### config.mk
export PLATFORM = sky130hd
export DESIGN_NAME = blec_backlight_ctrl
export DESIGN_NICKNAME = d
export VERILOG_FILES = /design/src/blec_pkg.sv /design/src/blec_duty_if.sv /design/src/blec_pwm_meter.sv /design/src/blec_brt_mult.sv /design/src/blec_backlight_ctrl.sv
export SDC_FILE = /design/constraint.sdc
export NUM_CORES = 1
export LEC_CHECK = 0
export BUFFER_PORTS_ARGS = -buffer_cell sky130_fd_sc_hd__buf_4
export CORE_MARGIN = 1
export CORE_UTILIZATION = 61
export DETAILED_ROUTE_END_ITERATION = 10
export MAX_ROUTING_LAYER = met4
export PLACE_DENSITY = 0.78
export RECOVER_POWER = 100
export SYNTH_ARGS = -nofsm -noshare
export SYNTH_HDL_FRONTEND = slang
export SYNTH_SLANG_ARGS = --single-unit
### constraint.sdc
create_clock -name i_clk -period 6.7 [get_ports i_clk]
set_input_delay 0.67 -clock i_clk [delete_from_list [all_inputs] [get_ports i_clk]]
set_output_delay 0.67 -clock i_clk [all_outputs]
set_load 0.01 [all_outputs]
### src/blec_pkg.sv
// constants, enums and register layout for the backlight enable and brightness control
// assumes a single 125 MHz clock domain and a decoded register write/read port
`default_nettype none
package blec_pkg;

    // register addresses
    localparam logic [7:0] ADDR_PWM_CTRL = 8'h02;
    localparam logic [7:0] ADDR_BOOST    = 8'h03;
    localparam logic [7:0] ADDR_BRT_LSB  = 8'h04;
    localparam logic [7:0] ADDR_BRT_MSB  = 8'h05;
    localparam logic [7:0] ADDR_ENABLES  = 8'h08;
    localparam logic [7:0] ADDR_FLAGS    = 8'h0F;

    // field positions
    localparam int BIT_PWM_EN     = 0;
    localparam int BIT_PWM_RAMP   = 1;
    localparam int BIT_MAP_LINEAR = 3;
    localparam int BIT_AUTO_FREQ  = 6;
    localparam int BIT_FREQ_SEL   = 7;
    localparam int BIT_BL_EN      = 4;
    localparam int SINK_N         = 2;
    localparam int BRT_W          = 11;
    localparam int BRT_LSB_W      = 3;
    localparam int FLAG_EVT_W     = 6;

    // reset values: linear mapping, full-scale code (30 mA per string)
    localparam logic [7:0]           RST_PWM_CTRL = 8'h08;
    localparam logic [7:0]           RST_BOOST    = 8'h00;
    localparam logic [BRT_LSB_W-1:0] RST_BRT_LSB  = 3'h7;
    localparam logic [BRT_W-1:0]     RST_BRT_CODE = 11'h7FF;
    localparam logic [7:0]           RST_ENABLES  = 8'h00;
    localparam logic [BRT_W-1:0]     DUTY_MAX     = 11'h7FF;

    // duty measurement window and auto-frequency threshold
    localparam int               PWM_CNT_W     = 12;
    localparam logic [11:0]      PWM_WIN_LAST  = 12'h7FF;
    localparam logic [BRT_W-1:0] AUTO_LOW_THR  = 11'h100;
    localparam logic [BRT_W-1:0] RND_HALF      = 11'h400;

    // boost switching frequencies
    localparam int F_HIGH_HZ = 1000000;
    localparam int F_MID_HZ  = 500000;
    localparam int F_LOW_HZ  = 250000;

    typedef enum logic [2:0] {FREQ_1M = 3'h1, FREQ_500K = 3'h2, FREQ_250K = 3'h4} blec_freq_e;
    typedef enum logic [2:0] {ST_SHDN = 3'h1, ST_STBY = 3'h2, ST_ACTV = 3'h4} blec_state_e;

endpackage
`default_nettype wire

### src/blec_duty_if.sv
// carrier for the measured pwm duty between meter and control core
// assumes one clock domain; the meter is the only driver
`timescale 1ns/1ps
`default_nettype none
interface blec_duty_if;
    logic [blec_pkg::BRT_W-1:0] duty;
    logic                       duty_nz;
    logic                       upd;
    modport meter (output duty, output duty_nz, output upd);
    modport user  (input duty, input duty_nz, input upd);
endinterface
`default_nettype wire

### src/blec_pwm_meter.sv
// pwm duty meter: counts high cycles over a fixed 2048-cycle window
// assumes i_pwm already synchronous to i_clk
`timescale 1ns/1ps
`default_nettype none
module blec_pwm_meter
    import blec_pkg::*;
(
    // clock and reset
    input  wire logic        i_clk,
    input  wire logic        i_rst_n,
    // pwm input
    input  wire logic        i_enable,
    input  wire logic        i_pwm,
    // measured duty
    blec_duty_if.meter       duty_if
);
    logic [PWM_CNT_W-1:0] win_reg, win_next, high_reg, high_next, total;
    logic [BRT_W-1:0]     duty_reg, duty_next;
    logic                 upd_reg, upd_next;

    // one window, 11-bit result, all-low gives zero
    always_comb
    begin
        total     = high_reg + PWM_CNT_W'(i_pwm);
        win_next  = win_reg + PWM_CNT_W'(1);
        high_next = total;
        duty_next = duty_reg;
        upd_next  = 1'b0;
        if (!i_enable)
        begin
            win_next  = '0;
            high_next = '0;
            duty_next = '0;
        end
        else if (win_reg == PWM_WIN_LAST)
        begin
            win_next  = '0;
            high_next = '0;
            // a full-high window saturates at the top code
            duty_next = (total > PWM_CNT_W'(DUTY_MAX)) ? DUTY_MAX : total[BRT_W-1:0];
            upd_next  = 1'b1;
        end
    end

    always_ff @(posedge i_clk)
    begin
        if (!i_rst_n)
        begin
            win_reg  <= '0;
            high_reg <= '0;
            duty_reg <= '0;
            upd_reg  <= 1'b0;
        end
        else
        begin
            win_reg  <= win_next;
            high_reg <= high_next;
            duty_reg <= duty_next;
            upd_reg  <= upd_next;
        end
    end

    assign duty_if.duty    = duty_reg;
    assign duty_if.duty_nz = (duty_reg != '0);
    assign duty_if.upd     = upd_reg;
endmodule // blec_pwm_meter
`default_nettype wire

### src/blec_brt_mult.sv
// brightness multiplier: i2c code times pwm duty, scaled back to 11 bits
// assumes code and duty both full-scale at 11'h7FF
`timescale 1ns/1ps
`default_nettype none
module blec_brt_mult
    import blec_pkg::*;
(
    // clock and reset
    input  wire logic             i_clk,
    input  wire logic             i_rst_n,
    // operands
    input  wire logic [BRT_W-1:0] i_code,
    input  wire logic [BRT_W-1:0] i_duty,
    // product
    output logic      [BRT_W-1:0] o_level
);
    logic [2*BRT_W-1:0] prod;
    logic [BRT_W-1:0]   level_next;

    // code times duty, rounded, never zero when both are non-zero
    always_comb
    begin
        prod       = (i_code * i_duty) + (2*BRT_W)'(RND_HALF);
        level_next = prod[2*BRT_W-1:BRT_W];
        if (level_next == '0 && i_code != '0 && i_duty != '0)
        begin
            level_next = BRT_W'(1);
        end
    end

    always_ff @(posedge i_clk)
    begin
        if (!i_rst_n)
        begin
            o_level <= '0;
        end
        else
        begin
            o_level <= level_next;
        end
    end
endmodule // blec_brt_mult
`default_nettype wire

### src/blec_backlight_ctrl.sv
// backlight enable and brightness control core: registers, mode state, outputs
// assumes the i2c slave decodes transactions into the write/read strobes below
//
// Functional notes
// - with the master enable input low the block is shut down, registers at default, writes ignored.
// - with the master enable input high the block leaves shutdown and accepts writes.
// - the boost frequency is one of exactly three settings, 1 MHz, 500 kHz and 250 kHz.
// - the frequency comes from the select bit 7 of register 0x03 plus automatic switching.
// - each of the two current sinks has its own enable bit.
// - the backlight turns on only after string setup, a non-zero code and the enable bit 4 of 0x08.
// - reset leaves the enable clear, strings off, pwm off, linear mapping and full-scale code.
// - with pwm on, a non-zero measured duty is multiplied by the code into an 11-bit value.
// - the 11-bit led level comes from the code alone, or from the code times the pwm duty.
// - standby keeps every programmed register.
// - a readable flag register holds sticky fault and warning flags plus status bits.
// - in standby boost and sinks are off yet writes still land; shutdown holds everything in reset.
// - the low three code bits are staged and the level only changes on the high-byte write.
`timescale 1ns/1ps
`default_nettype none
module blec_backlight_ctrl
    import blec_pkg::*;
(
    // clock and reset
    input  wire logic                  i_clk,
    input  wire logic                  i_rst_n,
    input  wire logic                  i_master_enable,
    // pwm line
    input  wire logic                  i_pwm,
    // decoded register writes
    input  wire logic                  i_wr_en,
    input  wire logic [7:0]            i_wr_addr,
    input  wire logic [7:0]            i_wr_data,
    // decoded register reads
    input  wire logic                  i_rd_en,
    input  wire logic [7:0]            i_rd_addr,
    output logic      [7:0]            o_rd_data,
    output logic                       o_rd_valid,
    // fault and warning events
    input  wire logic [FLAG_EVT_W-1:0] i_flag_set,
    // power stage control
    output logic                       o_shutdown,
    output logic                       o_standby,
    output logic                       o_boost_en,
    output logic      [SINK_N-1:0]     o_sink_en,
    output logic      [BRT_W-1:0]      o_led_level,
    output logic                       o_linear_map,
    output logic                       o_pwm_ramp,
    output blec_freq_e                 o_boost_freq
);
    // one address decoder serves both the write and read paths
    function automatic logic reg_hit(input logic [7:0] addr, input logic [7:0] target);
        reg_hit = (addr == target);
    endfunction

    logic rst_int_n;
    // master enable low acts as a synchronous reset of everything
    assign rst_int_n = i_rst_n & i_master_enable;

    // programmed registers
    logic [7:0]            pwm_ctrl_reg, pwm_ctrl_next;
    logic [7:0]            boost_reg, boost_next;
    logic [BRT_LSB_W-1:0]  lsb_reg, lsb_next;
    logic [BRT_W-1:0]      code_reg, code_next;
    logic [7:0]            enables_reg, enables_next;
    logic [FLAG_EVT_W-1:0] flag_reg, flag_next;
    logic                  flag_clr;

    // writes land whenever out of reset, in standby too
    always_comb
    begin
        pwm_ctrl_next = pwm_ctrl_reg;
        boost_next    = boost_reg;
        lsb_next      = lsb_reg;
        code_next     = code_reg;
        enables_next  = enables_reg;
        if (i_wr_en)
        begin
            if (reg_hit(i_wr_addr, ADDR_PWM_CTRL))
            begin
                pwm_ctrl_next = i_wr_data;
            end
            if (reg_hit(i_wr_addr, ADDR_BOOST))
            begin
                boost_next = i_wr_data;
            end
            if (reg_hit(i_wr_addr, ADDR_BRT_LSB))
            begin
                lsb_next = i_wr_data[BRT_LSB_W-1:0];
            end
            // high byte commits the full code
            if (reg_hit(i_wr_addr, ADDR_BRT_MSB))
            begin
                code_next = {i_wr_data, lsb_reg};
            end
            if (reg_hit(i_wr_addr, ADDR_ENABLES))
            begin
                enables_next = i_wr_data;
            end
        end
        // read clears the sticky flags, a new event in that cycle survives
        flag_clr  = i_rd_en && reg_hit(i_rd_addr, ADDR_FLAGS);
        flag_next = (flag_clr ? '0 : flag_reg) | i_flag_set;
    end

    // values only change on a write, flags on an event or a flag read, standby included
    always_ff @(posedge i_clk)
    begin
        if (!rst_int_n)
        begin
            pwm_ctrl_reg <= RST_PWM_CTRL;
            boost_reg    <= RST_BOOST;
            lsb_reg      <= RST_BRT_LSB;
            code_reg     <= RST_BRT_CODE;
            enables_reg  <= RST_ENABLES;
            flag_reg     <= '0;
        end
        else
        begin
            pwm_ctrl_reg <= pwm_ctrl_next;
            boost_reg    <= boost_next;
            lsb_reg      <= lsb_next;
            code_reg     <= code_next;
            enables_reg  <= enables_next;
            flag_reg     <= flag_next;
        end
    end

    // duty measurement and brightness product
    blec_duty_if duty_if ();
    logic [BRT_W-1:0] pwm_level;
    logic             pwm_en;
    assign pwm_en = pwm_ctrl_reg[BIT_PWM_EN];

    // duty measured only while pwm is enabled
    blec_pwm_meter u_meter (
        .i_clk    (i_clk),
        .i_rst_n  (rst_int_n),
        .i_enable (pwm_en),
        .i_pwm    (i_pwm),
        .duty_if  (duty_if.meter)
    );

    blec_brt_mult u_mult (
        .i_clk   (i_clk),
        .i_rst_n (rst_int_n),
        .i_code  (code_reg),
        .i_duty  (duty_if.duty),
        .o_level (pwm_level)
    );

    // mode state and outputs
    blec_state_e      state_reg, state_next;
    logic [BRT_W-1:0] level_sel;
    logic             cfg_ok;
    logic             active;
    blec_freq_e       freq_next;
    logic [7:0]       rd_next;

    always_comb
    begin
        // level from code alone or code times duty
        level_sel = pwm_en ? pwm_level : code_reg;
        // enable bit, at least one string and a non-zero code
        // pwm mode also needs a non-zero measured duty
        cfg_ok = enables_reg[BIT_BL_EN] && (enables_reg[SINK_N-1:0] != '0) && (code_reg != '0)
                 && (!pwm_en || duty_if.duty_nz);
        case (state_reg)
            ST_SHDN: state_next = ST_STBY;
            ST_STBY: state_next = cfg_ok ? ST_ACTV : ST_STBY;
            ST_ACTV: state_next = cfg_ok ? ST_ACTV : ST_STBY;
            default: state_next = ST_STBY;
        endcase
        active = (state_next == ST_ACTV);
        // select bit picks high or mid, auto steps down at low levels
        freq_next = boost_reg[BIT_FREQ_SEL] ? FREQ_1M : FREQ_500K;
        if (boost_reg[BIT_AUTO_FREQ] && level_sel < AUTO_LOW_THR)
        begin
            // only the three legal settings are ever produced
            freq_next = boost_reg[BIT_FREQ_SEL] ? FREQ_500K : FREQ_250K;
        end
        rd_next = 8'h00;
        if (reg_hit(i_rd_addr, ADDR_PWM_CTRL))
        begin
            rd_next = pwm_ctrl_reg;
        end
        else if (reg_hit(i_rd_addr, ADDR_BOOST))
        begin
            rd_next = boost_reg;
        end
        else if (reg_hit(i_rd_addr, ADDR_BRT_LSB))
        begin
            rd_next = 8'(lsb_reg);
        end
        else if (reg_hit(i_rd_addr, ADDR_BRT_MSB))
        begin
            rd_next = code_reg[BRT_W-1:BRT_LSB_W];
        end
        else if (reg_hit(i_rd_addr, ADDR_ENABLES))
        begin
            rd_next = enables_reg;
        end
        // status bits on top of the sticky flags
        else if (reg_hit(i_rd_addr, ADDR_FLAGS))
        begin
            rd_next = {state_reg == ST_ACTV, duty_if.duty_nz, flag_reg};
        end
    end

    // shutdown and standby force boost and sinks off
    // each sink follows its own enable bit
    always_ff @(posedge i_clk)
    begin
        if (!rst_int_n)
        begin
            state_reg    <= ST_SHDN;
            o_shutdown   <= 1'b1;
            o_standby    <= 1'b0;
            o_boost_en   <= 1'b0;
            o_sink_en    <= '0;
            o_led_level  <= '0;
            o_linear_map <= RST_PWM_CTRL[BIT_MAP_LINEAR];
            o_pwm_ramp   <= RST_PWM_CTRL[BIT_PWM_RAMP];
            o_boost_freq <= FREQ_500K;
            o_rd_data    <= 8'h00;
            o_rd_valid   <= 1'b0;
        end
        else
        begin
            state_reg    <= state_next;
            o_shutdown   <= (state_next == ST_SHDN);
            o_standby    <= (state_next == ST_STBY);
            o_boost_en   <= active;
            o_sink_en    <= active ? enables_reg[SINK_N-1:0] : '0;
            o_led_level  <= active ? level_sel : '0;
            o_linear_map <= pwm_ctrl_reg[BIT_MAP_LINEAR];
            o_pwm_ramp   <= pwm_ctrl_reg[BIT_PWM_RAMP];
            o_boost_freq <= freq_next;
            o_rd_data    <= i_rd_en ? rd_next : 8'h00;
            o_rd_valid   <= i_rd_en;
        end
    end
endmodule // blec_backlight_ctrl
`default_nettype wire

==> After elaboration in Yosys (flattened, before gate mapping) <==
Cells that the tools add are included.
{ "totals": {"reg_bits": 123, "in_bits": 36, "out_inout_bits": 30, "wordCells": 88} }
{ "op_classes": {"add_sub_neg": 3, "n_mul": 1, "n_lt_le_gt_ge": 2, "n_eq_ne": 17, "mux": 15, "bitwise_logic": 4, "n_reduce_logical": 24} }
{ "ops": {"columns": ["op", "count"], "rows": [
  ["$mux 8", 6],
  ["$eq 8x2->1 const B", 4],
  ["$eq 8x3->1 const B", 4],
  ["$eq 8x4->1 const B", 3],
  ["$add 22x11->22 const B", 1],
  ["$mul 11x11->22", 1],
  ["$mux 11", 2],
  ["$reduce_bool 11->1", 2],
  ["$reduce_and 2->1", 8],
  ["$add 12x1->12", 1],
  ["$add 12x1->12 const B", 1],
  ["$eq 12x11->1 const B", 1],
  ["$gt 12x11->1 const B", 1],
  ["$mux 3", 4],
  ["$logic_not 11->1", 1],
  ["$lt 11x9->1 const B", 1],
  ["$logic_and 1x1->1", 7],
  ["$eq 3x2->1 const B", 2],
  ["$eq 3x3->1 const B", 2],
  ["$mux 6", 1],
  ["$or 6x6->6", 1],
  ["$reduce_or 2->1", 2],
  ["$eq 3x1->1 const B", 1],
  ["$reduce_or 3->1", 1],
  ["other kinds (7)", 8]
]} }

==> Logic depth before layout (Yosys ltp) <==
Gate-level depths: netlist of the first run.
{ "logic_depth": {"ltp_word": 8, "depth_mapped": 20, "mapped_depth_nobuf": 19} }

==> Modules after synthesis <==
Synthesis of the first run repeated with hierarchy kept, for this count alone.
{ "unflattened": {"hier_cells": 1034, "area_unflattened_um2": 9048.7} }
{ "modules_own_cells": {"columns": ["module", "n_inst", "cells_each", "area_each_um2", "seq_area_each_um2"], "rows": [
  ["blec_brt_mult", 1, 496, 4329.2, 220.2],
  ["blec_backlight_ctrl", 1, 366, 3113.0, 1481.4],
  ["blec_pwm_meter", 1, 172, 1606.5, 720.7]
]} }

==> Least setup slack after synthesis of the first run <==
OpenSTA, ideal clock, no wires.
{ "synth_timing": {"path_kind": "reg-to-reg", "from": "register code_reg[7]", "to": "register u_mult.o_level[0]", "setup_ns": 0.069, "arrival_time_ns": 5.334, "required_time_ns": 6.631, "setup_slack_ns": 1.297, "stages_incl_launch_ff": 19, "n_path_buf": 1, "period_less_slack_ns": 5.403, "cell_sequence": "dfxtp_1 -> clkbuf_1 -> nand2_1 -> fa_1 -> inv_1 -> fa_1 -> fa_1 -> fa_1 -> inv_1 -> fa_1 -> inv_1 -> ha_1 -> nand4_1 -> or4_4 -> a31oi_4 -> nor4_4 -> a2111oi_4 -> nand4b_1 -> o21ai_1"} }
{ "synth_via": {"elab_chain_cells": 6, "elab_cells_between_ends": 7, "cone_classes": "1 x add/sub; 1 x mul; 1 x mux; 4 x reduce/logical"} }
{ "synth_rtl": {"columns": ["item", "line_no", "source"], "rows": [
  ["start: declaration", "blec_backlight_ctrl.sv:63", "logic [BRT_W-1:0] code_reg, code_next;"],
  ["start signal: assignment", "blec_backlight_ctrl.sv:122", "code_reg <= code_next;"],
  ["$mul 11x11->22", "blec_brt_mult.sv:23", "prod = (i_code * i_duty) + (2*BRT_W)'(RND_HALF);"],
  ["$add 22x11->22", "blec_brt_mult.sv:23", null],
  ["$logic_not 11->1", "blec_brt_mult.sv:25", "if (level_next == '0 && i_code != '0 && i_duty != '0)"],
  ["$logic_and 1x1->1 (2 in a row)", "blec_brt_mult.sv:25", null],
  ["$mux 1 (*)", "blec_brt_mult.sv:25", null],
  ["end signal: assignment", "blec_brt_mult.sv:39", "o_level <= level_next;"],
  ["end: declaration", "blec_brt_mult.sv:15", "output logic [BRT_W-1:0] o_level"]
]} }
Mark *: on every way between the ends. The rest lies on a longest branch, timed or not.
A chain may end at the register's enable or synchronous reset.

==> Worst setup path in the final report of the first run <==
{ "layout_timing": {"from": "register code_reg[5]", "to": "register u_mult.o_level[0]"} }
Same word-level chain as after synthesis.

==> out/results.ini, run 1 <==
[timing]
setup_viol = 0
skew_ps = 11.6
fmax_mhz = 165
slew_headroom = -0.280
report.final.hold_viol_count = 0
rsz0062_at_grt = no
worst_pin_slew_ps = 1920
drv_slew = 41
post-route-period-util = 0.907
min_period_ps = 6080
tns_ps = 0

[power_and_ir_drop]
pwr-share-clk = 0.568
intPower_mw = 1.42
sw_frac_of_total = 0.193
seqPwrFrac = 0.409
power_density_mw_per_mm2 = 183
p_leak_nw = 4.37
combPwrFrac = 0.023
p_sw_uw = 339
irDropWorstVdd_mv = 0.189

[finish]
num_antenna_cells = 0
fin_nets = 1175
drive_above_1_share = 0.0797
final_cell_mix = dfxtp_1 (120), nand2_1 (106), inv_1 (103)
layout_commonest_cell = dfxtp_1
design_area_mm2 = 0.00961
syn_to_final_growth_pct = 12.9

[clock_tree]
clock-sinks = 120
cts_buffer_depth = 2
cts_hold_buf = 0
cts-buffers-inserted = 17
cts_tree = yes
cts-resized-gates = 0
clock_latency_ps = 420
clkTransAtPathRegs_ps = 50
cts_max_level = 4
cts_root_buffer = clkbuf_16
postCtsSetupBuffers = 0

[hold_path]
hold_start = enables_reg[6]
hold_end = o_rd_data[6]
hp-class = reg2reg
hold_depth = 2

[routing]
wl_per_cell_um = 17.7
num_vias = 6880
ant_nets = 0
firstDrtPassIters = 5
drt-initial-drc-count = 475
drt-vias-per-instance = 5.83
drc = 0
totalWireLength_um = 20900

[outcome]
violations = capacitance limit, slew limit
status = finished with violations

[worst_setup_path]
start_kind = flip-flop
crit_type = reg2reg
cp_max_fo = 15
r2r-start = code_reg[5]
r2r_slack_ps = 620
r2r-end = u_mult.o_level[0]
end_kind = flip-flop
worstPathRequired_ps = 7020
worstPathArrival_ps = 6400
r2r.worst_path.cells = 17

[placed_design]
place_area_mm2 = 0.00910
port-buffer-count = 65
place_congestion = 0.869
dp_hpwl_um = 15400

[synth]
synth-edff-count = 0
synth_fp_nets = 1130
synthArstFlopShare = 0
synthTopCellsByArea = dfxtp_1 (28%), fa_1 (19%), ha_1 (9.9%), and2_1 (5.2%), mux2i_1 (4.9%)
synth-seq-cells = 120
synthFlopType = dfxtp_1
syn_area_mm2 = 0.00851
synth.distinct_cells = 55
synth_area_per_cell_um2 = 8.97
synth.top_cell.area_share = 0.282
synth_top_area_cell = dfxtp_1
synthCells = 948
yosysSeqAreaShare = 0.282
synth_warnings = 0

[floorplan]
rows = 42
core_mm2 = 0.0134
die_w_um = 120
die_height_um = 120
die_area_mm2 = 0.0144
io_pins = 66
start_util = 0.635

[global_route]
grt_pass1_vias = 6756
antenna_found_initial = 0
grt_start_max_net_pins = 41
overflow = 0
grtUsageTotal = 0.314
grt_pass1_wl_um = 33900

[job]
cap_violations = 1

==> layer usage <==
layer,track usage,routed length (um)
met2,0.492,10000
met5,-,0
met4,0.128,683
met3,0.0547,1510
met1,0.401,8660
==> logic make-up after synthesis <==
| logic type | count (synthesis) | share of synthesized area |
|---|---|---|
| AND/OR/NAND/NOR | 368 | 0.212 |
| buffers and inverters | 149 | 0.0660 |
| adder cells (fa/ha/maj) | 146 | 0.284 |
| flip-flops | 120 | 0.282 |
| AO/OA/AOI/OAI | 95 | 0.0768 |
| multiplexers | 42 | 0.0494 |
| XOR/XNOR | 28 | 0.0288 |
==> power by group through the flow <==
stage                     registers (mW)  clock network, mW  logic [mW]
after global routing               0.719               1.04      0.0441
after global placement             0.734                  0      0.0413
final                              0.719              0.999      0.0413
after detailed placement           0.734                  0      0.0419
after CTS                          0.719               1.00      0.0420
after floorplan                    0.734                  0      0.0140
==> cells in the mapped netlist (8+ instances only) <==
master    count
a21oi_1      37
fa_1         79
a311oi_1      9
dfxtp_1     120
inv_1       103
nor4_1        9
xnor2_1      10
o21ai_0      14
a221oi_1      8
clkbuf_1     42
nand3_1      29
nor3_1       14
nand2_1     106
and3_1       17
and2_1       71
mux2i_1      42
ha_1         67
xor2_1       18
nor2_1       93
==> worst max-delay path by stage <==
stage / depth (start not counted) / slack, ps / from / to
finish: 17 / 620 / code_reg[5] / u_mult.o_level[0]
global route: 17 / 390 / code_reg[3] / u_mult.o_level[0]
CTS: 17 / 850 / code_reg[5] / u_mult.o_level[0]
detailed placement: 17 / 890 / code_reg[3] / u_mult.o_level[0]
global placement: 16 / 1060 / code_reg[3] / u_mult.o_level[0]
floorplan: 18 / 1300 / code_reg[7] / u_mult.o_level[0]
==> cell type report <==
type	instances	area, um^2
Sequential cell	120	2400
Timing Repair Buffer	72	420
Tap cell	176	220
Multi-Input combinational cell	679	5540
Clock inverter	8	169
Inverter	103	387
Fill cell	1039	3790
Clock buffer	22	474
==> critical path: stages, from the launching register on <==
cell,delay [ps]
dfxtp_1,670
nand2_1,160
fa_1,540
fa_1,530
inv_1,50
fa_1,480
fa_1,560
inv_1,60
fa_1,530
inv_1,40
ha_1,330
nand4_1,130
or4_1,650
a31oi_4,400
nor4_1,160
a2111oi_4,340
nand4b_1,120
o21ai_0,200
==> stage by stage <==
stage	hold WS, ps	std cells	utilization	setup slack, ps	total power, mW
CTS	458	1180	0.727	846	1.76
finish	460	1180	0.717	624	1.76
global placement	445	1150	0.679	1060	0.775
detailed placement	450	1150	0.679	887	0.776
global route	471	1180	0.717	387	1.80
floorplan	427	948	-	1300	0.748
(Power assumes the default switching activity.)
==> run 2: changes to the inputs <==
--- a/config.mk
+++ b/config.mk
@@ -5,12 +5,13 @@
 export SDC_FILE = /design/constraint.sdc
 export NUM_CORES = 1
 export LEC_CHECK = 0
+export ABC_AREA = 1
 export BUFFER_PORTS_ARGS = -buffer_cell sky130_fd_sc_hd__buf_4
 export CORE_MARGIN = 1
-export CORE_UTILIZATION = 61
+export CORE_UTILIZATION = 62
 export DETAILED_ROUTE_END_ITERATION = 10
 export MAX_ROUTING_LAYER = met4
-export PLACE_DENSITY = 0.78
+export PLACE_DENSITY = 0.79
 export RECOVER_POWER = 100
 export SYNTH_ARGS = -nofsm -noshare
 export SYNTH_HDL_FRONTEND = slang
==> constraint.sdc (replaced) <==
create_clock -name i_clk -period 6.2 [get_ports i_clk]
set_input_delay 0.62 -clock i_clk [delete_from_list [all_inputs] [get_ports i_clk]]
set_output_delay 0.62 -clock i_clk [all_outputs]
set_load 0.01 [all_outputs]
==> run 2 against run 1 <==
Against the previous run:
- the flow still finishes with violations (capacitance limit, slew limit)
- cell count rose by 21%
- first-iteration DRC count increased by 76%
- worst setup slack lost 110 ps
- via count up 15%
- global-route usage is 0.84 points higher
- fmax up 6.9%
- final area up 3.0%
- critical path depth increased by 4
- clock skew down 2.8 ps
- utilization decreased by 0.97 points
- register-to-register slack got worse by 110 ps
- critical path type unchanged
==> out/results.ini, run 2 <==
[routing]
num_vias = 7900
wl_per_cell_um = 15.5
drc = 0
drt-vias-per-instance = 5.52
totalWireLength_um = 22200
ant_nets = 0
firstDrtPassIters = 6
drt-initial-drc-count = 837

[outcome]
status = finished with violations
violations = capacitance limit, slew limit

[hold_path]
hp-class = in2reg
hold_depth = 3
hold_end = flag_reg[1]
hold_start = i_flag_set[1]

[floorplan]
rows = 43
die_area_mm2 = 0.0149
die_w_um = 122
die_height_um = 122
io_pins = 66
core_mm2 = 0.0140
start_util = 0.641

[timing]
drv_slew = 52
fmax_mhz = 176
tns_ps = 0
min_period_ps = 5680
worst_slack_ps = 518
post-route-period-util = 0.916
skew_ps = 8.85
setup_viol = 0
report.final.hold_viol_count = 0
rsz0062_at_grt = no
slew_headroom = -0.183
worst_pin_slew_ps = 1770

[synth]
synthTopCellsByArea = dfxtp_1 (27%), fa_1 (18%), nand2_1 (12%), inv_1 (9.9%), ha_1 (9.4%)
yosysSeqAreaShare = 0.268
synth.top_cell.area_share = 0.268
synthArstFlopShare = 0
synth_top_family_by_area = adder cells
synth_fp_nets = 1369
synth_area_per_cell_um2 = 7.55
synth_most_common_cell = nand2_1
post_synth_and_or_nand_nor_area_fraction = 0.241
synthMuxAreaShare = 0.00112
synthFlopType = dfxtp_1
syn_area_mm2 = 0.00896
synth-seq-cells = 120
synthCells = 1187
synth-edff-count = 0
synth-xor-area-share = 0.0156
synth-adder-area-share = 0.270
synth_top_cells_by_count = nand2_1 (280), inv_1 (237), dfxtp_1 (120)
synth_top_area_cell = dfxtp_1
synth_warnings = 0
synth.distinct_cells = 52
synth_compound_area_frac = 0.0845

[worst_setup_path]
cp_max_fo = 15
max_stage_delay_ps = 800
cp_common_cell = fa_1
crit_chain = nand2_1 > inv_1 > fa_1 > fa_1 > fa_1 > fa_1 > inv_1 > fa_1 > inv_1 > ha_1 > a21oi_1 > nand2_1 > inv_1 > nand3_1 > nand2_1 > nand2_1 > xor2_1 > nor2_1 > nand3_1 > nand2_4 > nor2_1
crit_type = reg2reg
r2r-end = u_mult.o_level[5]
crit_buf_inv = 4
r2r-start = code_reg[4]
crit_family = adder cells
worstPathRequired_ps = 6540
end_kind = flip-flop
r2r.worst_path.cells = 21
crit_slowest_cell = dfxtp_1
worstPathArrival_ps = 6030
start_kind = flip-flop
r2r_slack_ps = 520

[clock_tree]
cts_buffer_depth = 2
postCtsSetupBuffers = 0
clock_latency_ps = 420
clkTransAtPathRegs_ps = 50
cts_hold_buf = 0
cts_root_buffer = clkbuf_16
cts-buffers-inserted = 17
cts-resized-gates = 0
clock-sinks = 120
cts_tree = yes
cts_max_level = 4

[power_and_ir_drop]
power_density_mw_per_mm2 = 175
irDropWorstVdd_mv = 0.200
p_leak_nw = 5.23

[finish]
layout_commonest_cell = nand2_1
num-fill-cells = 1178
fin_nets = 1420
final_cell_mix = nand2_1 (281), inv_1 (237), dfxtp_1 (120)
num_antenna_cells = 0
drive_above_1_share = 0.0663
syn_to_final_growth_pct = 10.4

[placed_design]
place_congestion = 0.922
pre_cts_ws_ps = 711
port-buffer-count = 65
dp_hpwl_um = 16500

[global_route]
antenna_found_initial = 0
grt_start_max_net_pins = 41
grtUsageTotal = 0.322
overflow = 0
grt_pass1_wl_um = 35900
grt_pass1_vias = 7527

[job]
cap_violations = 2

==> run 2: cell types whose count changed after synthesis, sizes merged, moves of 10 or more <==
| cell | before | now |
|---|---|---|
| inv | 103 | 238 |
| nor2 | 93 | 112 |
| nand2 | 106 | 284 |
| nand4 | 3 | 13 |
| and2 | 71 | 3 |
| nand3 | 29 | 44 |
| mux2i | 42 | 1 |
| a21oi | 37 | 52 |
| and3 | 17 | 1 |
| o21ai | 16 | 47 |
| clkbuf | 42 | 32 |
==> run 2: cells by family after synthesis <==
family | after synthesis
buffers and inverters | 278
XOR/XNOR | 16
AND/OR/NAND/NOR | 496
flip-flops | 120
multiplexers | 1
adder cells (fa/ha/maj) | 146
AO/OA/AOI/OAI | 130
==> run 2: per-layer routing <==
layer | vias to the layer above | track usage | share of wire
met1 | 3683 | 0.399 | 0.41
li1 | 3769 | - | -
met2 | 381 | 0.523 | 0.47
met3 | 67 | 0.0576 | 0.084
met4 | 0 | 0.123 | 0.031
met5 | - | - | 0
==> run 2: how the worst max path moves through the flow <==
stage	start	endpoint	slack, ps	cells after the start
2_1_floorplan	code_reg[8]	u_mult.o_level[10]	1220	23
3_3_place_gp	code_reg[6]	u_mult.o_level[3]	790	21
3_5_place_dp	code_reg[4]	u_mult.o_level[5]	710	21
4_1_cts	code_reg[4]	u_mult.o_level[5]	690	21
5_1_grt	code_reg[4]	u_mult.o_level[5]	170	21
6_report	code_reg[4]	u_mult.o_level[5]	520	21
==> run 2: per-stage QoR <==
step,util,std cells,total power [mW],cell area (um^2),hold slack (ps)
after CTS,0.721,1431,1.73,10100,408
after global placement,0.682,1399,0.843,9540,444
after global routing,0.707,1431,1.78,9890,440
after floorplan,-,1187,0.813,8960,430
final,0.707,1431,1.73,9890,419
after detailed placement,0.682,1399,0.843,9540,455
==> run 2: tightest hold or removal path, stage by stage <==
cell and delay, ps:
buf_4 80, a21oi_1 30, nor2_1 60
==> run 2: power by group <==
| part | internal [mW] | switching [mW] |
|---|---|---|
| sequential | 0.775 | 0.00201 |
| clock | 0.548 | 0.354 |
| combinational | 0.0205 | 0.0287 |
| total | 1.34 | 0.385 |
==> run 2: area by class of cell <==
| type | instances | area [um^2] | area share |
|---|---|---|---|
| clock buffers | 20 | 437 | 0.0441 |
| flip-flops and latches | 120 | 2400 | 0.243 |
| well taps | 180 | 225 | 0.0228 |
| clock inverters | 12 | 105 | 0.0106 |
| inverters | 239 | 897 | 0.0907 |
| multi-input cells | 789 | 5420 | 0.547 |
| repair buffers | 71 | 413 | 0.0417 |
==> run 3: changes to the inputs <==
--- a/config.mk
+++ b/config.mk
@@ -15,4 +15,5 @@
 export RECOVER_POWER = 100
 export SYNTH_ARGS = -nofsm -noshare
 export SYNTH_HDL_FRONTEND = slang
+export SYNTH_HIERARCHICAL = 1
 export SYNTH_SLANG_ARGS = --single-unit
==> run 3 against run 2 <==
Against the previous run:
- the flow still finishes with violations (capacitance limit, slew limit)
- clock skew increased by 3.0 ps
- global-route usage up 1.2 points
- non-clock buffer count grew 16
- largest cell class unchanged
==> out/results.ini, run 3 <==
[outcome]
status = finished with violations
violations = capacitance limit, slew limit

[timing]
report.final.hold_viol_count = 0
setup_viol = 0
min_period_ps = 5630
skew_ps = 11.8
drv_slew = 45
fmax_mhz = 177
worst_pin_slew_ps = 1910
hold_ws_ps = 403
tns_ps = 0
slew_headroom = -0.276
rsz0062_at_grt = no
post-route-period-util = 0.909
worst_slack_ps = 565

[finish]
final_cell_mix = nand2_1 (322), inv_1 (238), nor2_1 (136)
design_area_mm2 = 0.0104
fin_nets = 1521
num-fill-cells = 1236
drive_above_1_share = 0.0917
syn_to_final_growth_pct = 12.3
layout_commonest_cell = nand2_1

[placed_design]
place_area_mm2 = 0.00996
pre_cts_ws_ps = 772
place_congestion = 0.988
port-buffer-count = 65
dp_hpwl_um = 17800

[clock_tree]
clkTransAtPathRegs_ps = 60
cts_hold_buf = 0
cts-resized-gates = 0
postCtsSetupBuffers = 0
clock_latency_ps = 420
cts_tree = yes
clock-sinks = 120
cts_buffer_depth = 2
cts_root_buffer = clkbuf_16
cts_max_level = 4
cts-buffers-inserted = 17

[floorplan]
core_mm2 = 0.0146
io_pins = 66
die_w_um = 124
die_height_um = 124
start_util = 0.636
die_area_mm2 = 0.0155
rows = 44

[routing]
drc = 0
ant_nets = 0
drt-initial-drc-count = 662
wl_per_cell_um = 15.5
num_vias = 8388
firstDrtPassIters = 6
totalWireLength_um = 23900
drt-vias-per-instance = 5.46

[synth]
synth_fp_nets = 1455
syn_area_mm2 = 0.00928
synthCells = 1273
synth_warnings = 6
synth_area_per_cell_um2 = 7.29

[global_route]
overflow = 0
antenna_found_initial = 1
grtUsageTotal = 0.334
grt_pass1_vias = 8325
grt_start_max_net_pins = 45
grt_pass1_wl_um = 39900

[worst_setup_path]
cp_max_fo = 14
start_kind = flip-flop
crit_type = reg2reg
worstPathArrival_ps = 5940
end_kind = flip-flop
worstPathRequired_ps = 6500

[power_and_ir_drop]
report.power.total_mw = 1.85
p_leak_nw = 5.52
irDropWorstVdd_mv = 0.253
power_density_mw_per_mm2 = 178

[job]
cap_violations = 1

[hold_path]
hp-class = in2reg

## run 3: changes by cell type in the layout (fill, tap and decap cells not counted), moves of 7 or more
cell,previous run,this run
a221oi_1,7,0
a31oi_1,8,1
buf_4,36,52
nand2_1,281,322
nand3_1,43,64
nor2_1,112,136
nor2_2,0,18
## run 3: worst max-delay path, cell delays in order (launching register included)
cell	delay [ps]
dfxtp_1	750
nand2_1	200
fa_1	540
inv_1	50
fa_1	480
fa_1	540
fa_1	560
inv_1	60
fa_1	530
inv_1	50
ha_1	360
nand2_1	170
nor4_1	340
nand2_1	130
nand2_1	70
nand2_1	40
nand2_1	70
nand2_1	50
nor2_1	110
nand3_1	160
nand2_4	160
nor2_1	80
## run 3: cell type report
cell class                 count  area, um^2  area share
antenna                        1        2.50    0.000240
clock buffer                  19         453      0.0435
clock inverter                13         158      0.0151
inverter                     241         910      0.0873
multi-input combinational    872        5740       0.550
sequential                   120        2400       0.230
tap                          184         230      0.0221
timing repair buffer          87         533      0.0511
## run 3: per-layer routing
layer	share of wire	vias up	GRT usage
met5	0	-	-
met4	0.021	0	0.101
met3	0.078	54	0.0730
met2	0.46	349	0.519
met1	0.44	3942	0.436
li1	-	4043	-
## run 3: per-stage QoR
stage / cells / utilization
floorplan: 1273 / -
global placement: 1504 / 0.683
detailed placement: 1504 / 0.683
CTS: 1536 / 0.725
global route: 1537 / 0.714
finish: 1537 / 0.714
## run 3: path summary, 6_finish.rpt
path,from,endpoint,slack [ps],cells after the start
worst min-delay path,i_flag_set[2],flag_reg[2],400,3
worst min register to register,boost_reg[3],boost_reg[3],450,2
worst max register to register,code_reg[6],u_mult/o_level[2],570,21
worst max-delay path,code_reg[6],u_mult/o_level[2],570,21
## run 3: report_power, final
| part | switching, mW | internal (mW) |
|---|---|---|
| Clock | 0.400 | 0.624 |
| Combinational | 0.0297 | 0.0223 |
| Sequential | 0.00234 | 0.774 |
